--- src/rtl/dca_pkg.sv ---
// Purpose: Shared constants, types and functions for the command/address decode link
// Assumes: One 20 MHz clock drives both ends; command pins are sampled at its rising edge
// Notes: Pin codes are the values of the RAS/CAS/WE pins while the activate input is high

package dca_pkg;

    localparam int DCA_ADDR_W = 18;
    localparam int DCA_COL_W = 10;
    localparam int DCA_BANK_W = 4;
    localparam int DCA_MR_W = 3;

    // Address bit positions with extra meaning
    localparam int DCA_A_AP = 10;
    localparam int DCA_A_BC = 12;
    localparam int DCA_A_WE = 14;
    localparam int DCA_A_RAS = 16;
    localparam int DCA_A_TOP = 17;

    // Mode register that holds the parity enable, and the enable bit in its op-code
    localparam logic [DCA_MR_W-1:0] DCA_MR_PAR = 3'h5;
    localparam int DCA_PAR_EN_BIT = 0;

    // Pin codes on RAS, CAS, WE with the activate input high
    localparam logic [2:0] DCA_PIN_MRS = 3'h0;
    localparam logic [2:0] DCA_PIN_REF = 3'h1;
    localparam logic [2:0] DCA_PIN_PRE = 3'h2;
    localparam logic [2:0] DCA_PIN_RFU = 3'h3;
    localparam logic [2:0] DCA_PIN_WR = 3'h4;
    localparam logic [2:0] DCA_PIN_RD = 3'h5;
    localparam logic [2:0] DCA_PIN_ZQ = 3'h6;
    localparam logic [2:0] DCA_PIN_NOP = 3'h7;

    // Recovery time after a parity error, and its length in clock cycles
    localparam int DCA_CLK_NS = 50;
    localparam int DCA_REC_NS = 500;
    localparam int DCA_REC_CYC_I = (DCA_REC_NS + DCA_CLK_NS - 1) / DCA_CLK_NS;
    localparam logic [3:0] DCA_REC_CYC = 4'(DCA_REC_CYC_I);

    typedef enum logic [2:0] {
        DCA_NOP = 3'h0,
        DCA_ACT = 3'h1,
        DCA_RD = 3'h2,
        DCA_WR = 3'h3,
        DCA_PRE = 3'h4,
        DCA_MRS = 3'h5,
        DCA_REF = 3'h6,
        DCA_ZQ = 3'h7
    } dca_cmd_t;

    // Even parity over every protected pin
    function automatic logic dca_parity(input logic act_n, input logic [1:0] bg,
                                        input logic [1:0] ba, input logic [DCA_ADDR_W-1:0] a);
        return ^{act_n, bg, ba, a};
    endfunction

    function automatic dca_cmd_t dca_decode(input logic [2:0] pins);
        dca_cmd_t c;
        c = DCA_NOP;
        unique case (pins)
            DCA_PIN_MRS: c = DCA_MRS;
            DCA_PIN_REF: c = DCA_REF;
            DCA_PIN_PRE: c = DCA_PRE;
            DCA_PIN_WR: c = DCA_WR;
            DCA_PIN_RD: c = DCA_RD;
            DCA_PIN_ZQ: c = DCA_ZQ;
            DCA_PIN_RFU: c = DCA_NOP;
            DCA_PIN_NOP: c = DCA_NOP;
        endcase
        return c;
    endfunction

    function automatic logic [2:0] dca_encode(input dca_cmd_t c);
        logic [2:0] p;
        p = DCA_PIN_NOP;
        unique case (c)
            DCA_MRS: p = DCA_PIN_MRS;
            DCA_REF: p = DCA_PIN_REF;
            DCA_PRE: p = DCA_PIN_PRE;
            DCA_WR: p = DCA_PIN_WR;
            DCA_RD: p = DCA_PIN_RD;
            DCA_ZQ: p = DCA_PIN_ZQ;
            DCA_ACT: p = DCA_PIN_NOP;
            DCA_NOP: p = DCA_PIN_NOP;
        endcase
        return p;
    endfunction

endpackage
--- src/rtl/dca_ca_if.sv ---
// Purpose: Command/address bus between the controller and the memory device
// Assumes: Both ends run on the same clock; all signals change only after its rising edge
// Notes: Address bits 16..14 double as the RAS, CAS and WE command pins

`timescale 1ns/1ps

interface dca_ca_if;
    import dca_pkg::*;

    logic cs_n;
    logic act_n;
    logic [1:0] bg;
    logic [1:0] ba;
    logic [DCA_ADDR_W-1:0] addr;
    logic par;
    logic alert_n;

    modport dev (
        input cs_n,
        input act_n,
        input bg,
        input ba,
        input addr,
        input par,
        output alert_n
    );

    modport host (
        output cs_n,
        output act_n,
        output bg,
        output ba,
        output addr,
        output par,
        input alert_n
    );
endinterface

--- src/rtl/dca_dev.sv ---
// Purpose: Device end: decodes each sampled command into bank, row, column or mode register
// Assumes: Bus inputs are synchronous to CLK_I; the controller keeps its own obligations
// Notes: Decoded results appear one cycle after the sampling edge
//
// Operation
// - Bank group inputs pick the target group
// - Bank group bit 0 helps select mode register
// - Bank inputs pick bank within the group
// - Bank inputs also select the mode register
// - Address is row on activate, column on read/write
// - Mode register op-code taken from address inputs
// - Address bit 17 used only in 16Gb x4; parity here still covers A17 in every configuration
// - A10 on read/write requests auto-precharge
// - A10 on precharge selects all banks
// - A12 low on read/write chops the burst
// - Parity check enabled from mode register 5
// - Parity spans activate, command, bank, address bits
// - Controller presents parity with its command
// - Commands ignored while chip select high
// - Inputs sampled on rising clock edge
// - Activate low turns command pins into address
// - Parity error holds alert low through recovery

`timescale 1ns/1ps

module dca_dev
    import dca_pkg::*;
(
    input wire logic CLK_I,
    input wire logic RST_B_I,
    dca_ca_if.dev CA,
    input wire logic CFG_X4_16G_I,
    output logic CMD_VALID_O,
    output dca_cmd_t CMD_O,
    output logic [DCA_BANK_W-1:0] BANK_O,
    output logic [DCA_ADDR_W-1:0] ROW_O,
    output logic [DCA_COL_W-1:0] COL_O,
    output logic AP_O,
    output logic ALL_BANKS_O,
    output logic CHOP_O,
    output logic [DCA_MR_W-1:0] MR_SEL_O,
    output logic [DCA_ADDR_W-1:0] MR_OP_O,
    output logic PAR_EN_O,
    output logic PAR_ERR_O
);

    typedef enum logic [1:0] {
        DCA_ST_OK = 2'h0,
        DCA_ST_REC = 2'h1
    } dca_alert_st_t;

    dca_alert_st_t st_q;
    dca_alert_st_t st_d;
    logic [3:0] rec_cnt_q;
    logic [3:0] rec_cnt_d;
    logic alert_n_q;
    logic par_en_q;
    logic par_err_q;
    logic cmd_valid_q;
    dca_cmd_t cmd_q;
    logic [DCA_BANK_W-1:0] bank_q;
    logic [DCA_ADDR_W-1:0] row_q;
    logic [DCA_COL_W-1:0] col_q;
    logic ap_q;
    logic all_banks_q;
    logic chop_q;
    logic [DCA_MR_W-1:0] mr_sel_q;
    logic [DCA_ADDR_W-1:0] mr_op_q;

    wire [DCA_ADDR_W-1:0] addr_eff;
    wire selected;
    wire dca_cmd_t cmd_w;
    wire par_bad;
    wire par_err_w;
    wire take;
    wire is_rw;
    wire [DCA_MR_W-1:0] mr_sel_w;
    wire [DCA_BANK_W-1:0] bank_w;
    wire par_en_wr;

    // Upper address bit reads as zero unless the part is a 16Gb x4
    assign addr_eff = CFG_X4_16G_I ? CA.addr : {1'h0, CA.addr[DCA_A_TOP-1:0]};

    // Recovery also masks commands, so a damaged command stream cannot land
    assign selected = !CA.cs_n && (st_q == DCA_ST_OK);

    // Activate low: pins are row bits; high: pins are the command
    assign cmd_w = CA.act_n ? dca_decode(CA.addr[DCA_A_RAS:DCA_A_WE]) : DCA_ACT;

    // Parity uses the raw pins, A17 included whatever the configuration
    assign par_bad = dca_parity(CA.act_n, CA.bg, CA.ba, CA.addr) != CA.par;
    assign par_err_w = selected && par_en_q && par_bad;
    assign take = selected && !par_err_w && (cmd_w != DCA_NOP);
    assign is_rw = (cmd_w == DCA_RD) || (cmd_w == DCA_WR);

    assign mr_sel_w = {CA.bg[0], CA.ba};
    assign bank_w = {CA.bg, CA.ba};
    assign par_en_wr = take && (cmd_w == DCA_MRS) && (mr_sel_w == DCA_MR_PAR);

    always_ff @(posedge CLK_I) begin
        if (!RST_B_I) begin
            cmd_valid_q <= 1'h0;
            cmd_q <= DCA_NOP;
            bank_q <= 4'h0;
        end else begin
            cmd_valid_q <= take;
            if (take) begin
                cmd_q <= cmd_w;
                bank_q <= bank_w;
            end
        end
    end

    // Row on activate, column on read/write
    always_ff @(posedge CLK_I) begin
        if (!RST_B_I) begin
            row_q <= 18'h0_0000;
            col_q <= 10'h000;
        end else begin
            if (take && (cmd_w == DCA_ACT)) begin
                row_q <= addr_eff;
            end
            if (take && is_rw) begin
                col_q <= addr_eff[DCA_COL_W-1:0];
            end
        end
    end

    // Qualifier bits carried on A10 and A12
    always_ff @(posedge CLK_I) begin
        if (!RST_B_I) begin
            ap_q <= 1'h0;
            chop_q <= 1'h0;
            all_banks_q <= 1'h0;
        end else begin
            if (take && is_rw) begin
                ap_q <= CA.addr[DCA_A_AP];
                chop_q <= !CA.addr[DCA_A_BC];
            end
            if (take && (cmd_w == DCA_PRE)) begin
                all_banks_q <= CA.addr[DCA_A_AP];
            end
        end
    end

    always_ff @(posedge CLK_I) begin
        if (!RST_B_I) begin
            mr_sel_q <= 3'h0;
            mr_op_q <= 18'h0_0000;
            par_en_q <= 1'h0;
        end else begin
            if (take && (cmd_w == DCA_MRS)) begin
                mr_sel_q <= mr_sel_w;
                mr_op_q <= addr_eff;
            end
            if (par_en_wr) begin
                par_en_q <= CA.addr[DCA_PAR_EN_BIT];
            end
        end
    end

    // Alert sequencing: low for the whole recovery window
    always_comb begin
        st_d = st_q;
        rec_cnt_d = rec_cnt_q;
        unique case (st_q)
            DCA_ST_OK: begin
                if (par_err_w) begin
                    st_d = DCA_ST_REC;
                    rec_cnt_d = DCA_REC_CYC - 4'h1;
                end
            end
            DCA_ST_REC: begin
                if (rec_cnt_q == 4'h0) begin
                    st_d = DCA_ST_OK;
                end else begin
                    rec_cnt_d = rec_cnt_q - 4'h1;
                end
            end
            default: begin
                st_d = DCA_ST_OK;
                rec_cnt_d = 4'h0;
            end
        endcase
    end

    always_ff @(posedge CLK_I) begin
        if (!RST_B_I) begin
            st_q <= DCA_ST_OK;
            rec_cnt_q <= 4'h0;
            alert_n_q <= 1'h1;
            par_err_q <= 1'h0;
        end else begin
            st_q <= st_d;
            rec_cnt_q <= rec_cnt_d;
            alert_n_q <= (st_d == DCA_ST_OK);
            par_err_q <= par_err_w;
        end
    end

    assign CA.alert_n = alert_n_q;
    assign CMD_VALID_O = cmd_valid_q;
    assign CMD_O = cmd_q;
    assign BANK_O = bank_q;
    assign ROW_O = row_q;
    assign COL_O = col_q;
    assign AP_O = ap_q;
    assign ALL_BANKS_O = all_banks_q;
    assign CHOP_O = chop_q;
    assign MR_SEL_O = mr_sel_q;
    assign MR_OP_O = mr_op_q;
    assign PAR_EN_O = par_en_q;
    assign PAR_ERR_O = par_err_q;

endmodule

--- src/flat_wrapper.sv ---
// flat-port wrapper written by rule: the top's interface ports become plain ports
module dca_dev_flat import dca_pkg::*;
  (CLK_I, RST_B_I, CFG_X4_16G_I, CMD_VALID_O, CMD_O, BANK_O, ROW_O, COL_O, AP_O, ALL_BANKS_O, CHOP_O, MR_SEL_O, MR_OP_O, PAR_EN_O, PAR_ERR_O, CA_cs_n, CA_act_n, CA_bg, CA_ba, CA_addr, CA_par, CA_alert_n);
  dca_ca_if CA_i ();
  input wire logic CLK_I;
  input wire logic RST_B_I;
  input wire logic CFG_X4_16G_I;
  output logic CMD_VALID_O;
  output dca_cmd_t CMD_O;
  output logic [DCA_BANK_W-1:0] BANK_O;
  output logic [DCA_ADDR_W-1:0] ROW_O;
  output logic [DCA_COL_W-1:0] COL_O;
  output logic AP_O;
  output logic ALL_BANKS_O;
  output logic CHOP_O;
  output logic [DCA_MR_W-1:0] MR_SEL_O;
  output logic [DCA_ADDR_W-1:0] MR_OP_O;
  output logic PAR_EN_O;
  output logic PAR_ERR_O;
  input wire logic [$bits(CA_i.cs_n)-1:0] CA_cs_n;
  input wire logic [$bits(CA_i.act_n)-1:0] CA_act_n;
  input wire logic [$bits(CA_i.bg)-1:0] CA_bg;
  input wire logic [$bits(CA_i.ba)-1:0] CA_ba;
  input wire logic [$bits(CA_i.addr)-1:0] CA_addr;
  input wire logic [$bits(CA_i.par)-1:0] CA_par;
  output wire logic [$bits(CA_i.alert_n)-1:0] CA_alert_n;
  assign CA_i.cs_n = CA_cs_n;
  assign CA_i.act_n = CA_act_n;
  assign CA_i.bg = CA_bg;
  assign CA_i.ba = CA_ba;
  assign CA_i.addr = CA_addr;
  assign CA_i.par = CA_par;
  assign CA_alert_n = CA_i.alert_n;
  dca_dev u_core (.CLK_I(CLK_I), .RST_B_I(RST_B_I), .CA(CA_i), .CFG_X4_16G_I(CFG_X4_16G_I), .CMD_VALID_O(CMD_VALID_O), .CMD_O(CMD_O), .BANK_O(BANK_O), .ROW_O(ROW_O), .COL_O(COL_O), .AP_O(AP_O), .ALL_BANKS_O(ALL_BANKS_O), .CHOP_O(CHOP_O), .MR_SEL_O(MR_SEL_O), .MR_OP_O(MR_OP_O), .PAR_EN_O(PAR_EN_O), .PAR_ERR_O(PAR_ERR_O));
endmodule
--- config.mk ---
export PLATFORM = sky130hd
export DESIGN_NAME = dca_dev_flat
export DESIGN_NICKNAME = d
export VERILOG_FILES = /design/src/rtl/dca_pkg.sv /design/src/rtl/dca_ca_if.sv /design/src/rtl/dca_dev.sv /design/src/flat_wrapper.sv
export SDC_FILE = /design/constraint.sdc
export NUM_CORES = 1
export LEC_CHECK = 0
export ABC_CLOCK_PERIOD_IN_PS = 2000
export BUFFER_PORTS_ARGS = -buffer_cell sky130_fd_sc_hd__buf_2
export CAP_MARGIN = 40
export CORE_MARGIN = 2
export CORE_UTILIZATION = 46
export CTS_CLUSTER_DIAMETER = 120
export DETAILED_ROUTE_END_ITERATION = 10
export PLACE_DENSITY = 0.73
export SYNTH_ARGS = -nofsm -noshare
export SYNTH_HDL_FRONTEND = slang
export SYNTH_SLANG_ARGS = --single-unit
--- constraint.sdc ---
create_clock -name CLK_I -period 2 [get_ports CLK_I]
set_input_delay 0.1 -clock CLK_I [delete_from_list [all_inputs] [get_ports CLK_I]]
set_output_delay 0.1 -clock CLK_I [all_outputs]
set_load 0.005 [all_outputs]
==> flow_summary.json <==
{
  "outcome": "finished, violations left",
  "violations": "setup timing",
  "synthTopCellsByArea": "dfxtp_1 (46%), nand2_1 (8.5%), mux2i_1 (7.4%)",
  "detailedPlace.worstSlack_ns": -0.391,
  "h-tree-depth": 3,
  "finalWirelength_um": 7830,
  "antenna_violations_before_repair": 0,
  "finish.instance_area_mm2": 0.00419,
  "fraction_of_power_spent_switching_nets_pct": 27.7,
  "drt_drc_violations_left": 0,
  "critical_path_capture_point_type": "flop",
  "most_frequent_standard_cell_in_the_layout_excluding_fill_and_tap_cells": "buf_2",
  "route.detailed.wl_per_inst_um": 14.5,
  "area_delta_synth_final_pct": 40.9,
  "vias": 2764,
  "worst_r2r_endpoint": "u_core.MR_OP_O[10]$_SDFFE_PN0P_",
  "ys_seq_area_share_pct": 46.4,
  "dp_hpwl_um": 5400,
  "rsz0062_at_grt": "true",
  "place.port_buffers": 90,
  "drtPass1Iterations": 7,
  "post_synthesis_cell_type_count": 40,
  "die_height_um": 84.4,
  "pin_count_of_the_biggest_net_entering_global_routing": 54,
  "grt_first_pass_wirelength_um": 12100,
  "synth-edff-count": 0,
  "multi_input_comb_area_mm2": 0.00156,
  "via_per_instance_ratio": 5.11,
  "floorplan.io_pins": 91,
  "fp.coreArea_mm2": 0.00631,
  "worst_hold_slack_ns": 0.0657,
  "place_area_mm2": 0.00375,
  "crit_fanout": 10,
  "synth_area_leader_cell": "dfxtp_1",
  "switching_power_uw": 886,
  "path_class": "primary input to flop",
  "grt_pass1_vias": 2580,
  "finalHoldViolations": 0,
  "setup-violations-final": 24,
  "min_delay_worst_endpoint": "u_core.BANK_O[3]$_SDFFE_PN0P_",
  "syn_area_per_cell_um2": 8.85,
  "final_layout_size_suffix_gt1_share_pct": 35.6,
  "fin_ws_ns": -0.0881,
  "synth_ff_type": "dfxtp_1",
  "final_net_count": 491,
  "combinational_cell_fraction_of_total_power_pct": 23.0,
  "layout.area.seq_mm2": 0.00138,
  "crit_required_ns": 2.26,
  "rr_startpoint": "u_core.st_q[0]$_SDFF_PN0_",
  "final_min_period_over_clock_period_pct": 104,
  "hold_path.startpoint": "CA_bg[1]",
  "crit_path_start_kind": "primary input",
  "crit_arrival_ns": 2.35,
  "worst_r2r_path_depth": 6,
  "rows": 29,
  "cts_tree": "done",
  "yosys_warnings": 0,
  "syn-cell-area_mm2": 0.00297,
  "vdd.ir_drop.worst_mv": 0.644,
  "setup_total_negative_slack_ns": -0.651,
  "placer_congestion": 0.750,
  "die_area_mm2": 0.00712,
  "antenna_violating_nets_post_route": 0,
  "diodes": 0,
  "p_int_mw": 2.32,
  "regToRegSetupSlack_ns": 0.12,
  "clkSlewWorstSetupHoldPaths_ns": 0.08,
  "first_iter_violations": 160,
  "worstSkewPairLatency_ns": 0.35,
  "post_synth_inst_count": 336,
  "start_util_pct": 47.1,
  "worst_hold_path_type": "primary input to flop",
  "max_freq_mhz": 479,
  "cts.root.buffer_cell": "clkbuf_8",
  "worstHoldPathCells": 3,
  "synth_async_sr_flop_share_pct": 0,
  "finalMaxSlewViolations": 0,
  "dieWidth_um": 84.4,
  "cts_num_sinks": 69,
  "commonest_cells_after_routing_fill_and_taps_aside": "buf_2 (86), dfxtp_1 (69), nand2_1 (67)",
  "p_seq_share_pct": 44.4,
  "cts_buffers": 9,
  "power.clock.fraction_pct": 32.6,
  "gr-total-overflow": 0,
  "period_minus_slack_ns": 2.09,
  "synthDominantCellAreaShare_pct": 46.4,
  "synth.net_count": 368,
  "power_density_mw_per_mm2": 764,
  "fillers": 515,
  "skew_ns": 0.0127,
  "p_leak_nw": 1.84,
  "max_cap_viol_count": 0,
  "clockBufferDepth": 2,
  "global_routing_usage_summed_across_all_routing_layers_pct": 21.5,
  "ys_seq_elements": 69
}
==> stage by stage <==
step / total power [mW] / std cells / utilization, %
after floorplan: 1.78 / 336 / -
after global placement: 1.98 / 513 / 59.5
after detailed placement: 1.99 / 513 / 59.5
after CTS: 3.09 / 531 / 62.5
after global routing: 3.34 / 541 / 66.4
final: 3.20 / 541 / 66.4
==> state kept, by name, summed over array words and instances (netlist names) <==
name and cells:
u_core.ROW_O 18, u_core.MR_OP_O 18, u_core.MR_SEL_O 3, u_core.CHOP_O 1, u_core.COL_O 10, u_core.CA.alert_n 1
u_core.CMD_VALID_O 1, u_core.BANK_O 4, u_core.PAR_EN_O 1, u_core.rec_cnt_q 4, u_core.PAR_ERR_O 1, u_core.st_q 2
u_core.AP_O 1, u_core.ALL_BANKS_O 1, u_core.CMD_O 3
==> area by class of cell <==
cell class                      instances  area share [%]
Multi-Input combinational cell        238            37.1
Inverter                                7            1.05
Clock inverter                          3           0.478
Clock buffer                           13            3.79
Sequential cell                        69            33.0
Timing Repair Buffer                  134            22.3
Tap cell                               77            2.30
==> logic make-up after synthesis <==
group	after synthesis	synth area share [%]
simple gates	138	22.0
flops	69	46.4
compound gates	52	11.4
buf+inv	29	4.21
mux	22	7.40
xor+xnor	21	6.69
fa+ha+maj	4	1.68
other cells	1	0.126
==> Yosys cell counts (3+ instances only) <==
cell type / count
dfxtp_1: 69
nor2b_1: 7
ha_1: 4
clkbuf_1: 15
xor2_1: 4
buf_2: 4
and3b_1: 3
mux2i_1: 22
nor2_1: 3
nand2b_1: 5
o21ai_0: 36
nand2_1: 67
o31ai_1: 3
a21boi_0: 3
inv_1: 7
xnor2_1: 16
nand3_1: 40
==> how the worst max path moves through the flow <==
stage	slack, ns	endpoint	start	cells after the start
2_1_floorplan	-0.07	u_core.CHOP_O$_SDFFE_PN0P_	CA_ba[1]	9
3_3_place_gp	-0.30	u_core.PAR_EN_O$_SDFFE_PN0P_	CA_ba[1]	11
4_1_cts	0.003	u_core.ROW_O[14]$_SDFFE_PN0P_	CA_ba[1]	12
3_5_place_dp	-0.39	u_core.PAR_EN_O$_SDFFE_PN0P_	CA_ba[1]	11
6_report	-0.09	u_core.MR_OP_O[10]$_SDFFE_PN0P_	CA_addr[14]	13
5_1_grt	-0.20	u_core.MR_OP_O[10]$_SDFFE_PN0P_	CA_ba[1]	13
==> critical path, cell delays in order <==
cell	delay, ns
buf_6	0.10
inv_4	0.05
ha_4	0.21
xnor2_4	0.15
xnor2_2	0.15
xnor2_1	0.20
xnor3_2	0.33
buf_6	0.14
a2111oi_4	0.35
buf_6	0.19
clkbuf_16	0.16
nand3_1	0.08
o21ai_0	0.11
==> what timing repair did <==
action                                  in CTS  in global routing
endpoints found under the setup margin       5                 65
gates cloned                                 0                  5
pin swaps                                    0                  8
endpoints found under the hold margin        0                  0
hold buffers                                 0                  0
gates resized for setup                      0                 40
buffers inserted                             2                  5
==> metal layers <==
metal	vias to the layer above	routed length (um)	track usage (%)
met3	13	456	7.96
met2	73	3800	36.2
li1	1393	-	-
met4	0	210	7.79
met1	1285	3360	25.3
met5	-	0	0
==> power groups by stage <==
stage,Clock [mW],Sequential [mW],Combinational (mW)
after floorplan,0,1.46,0.321
after global placement,0,1.45,0.524
after detailed placement,0,1.45,0.537
after CTS,1.06,1.42,0.608
after global routing,1.12,1.43,0.793
final,1.04,1.42,0.736
(Power assumes the default switching activity.)
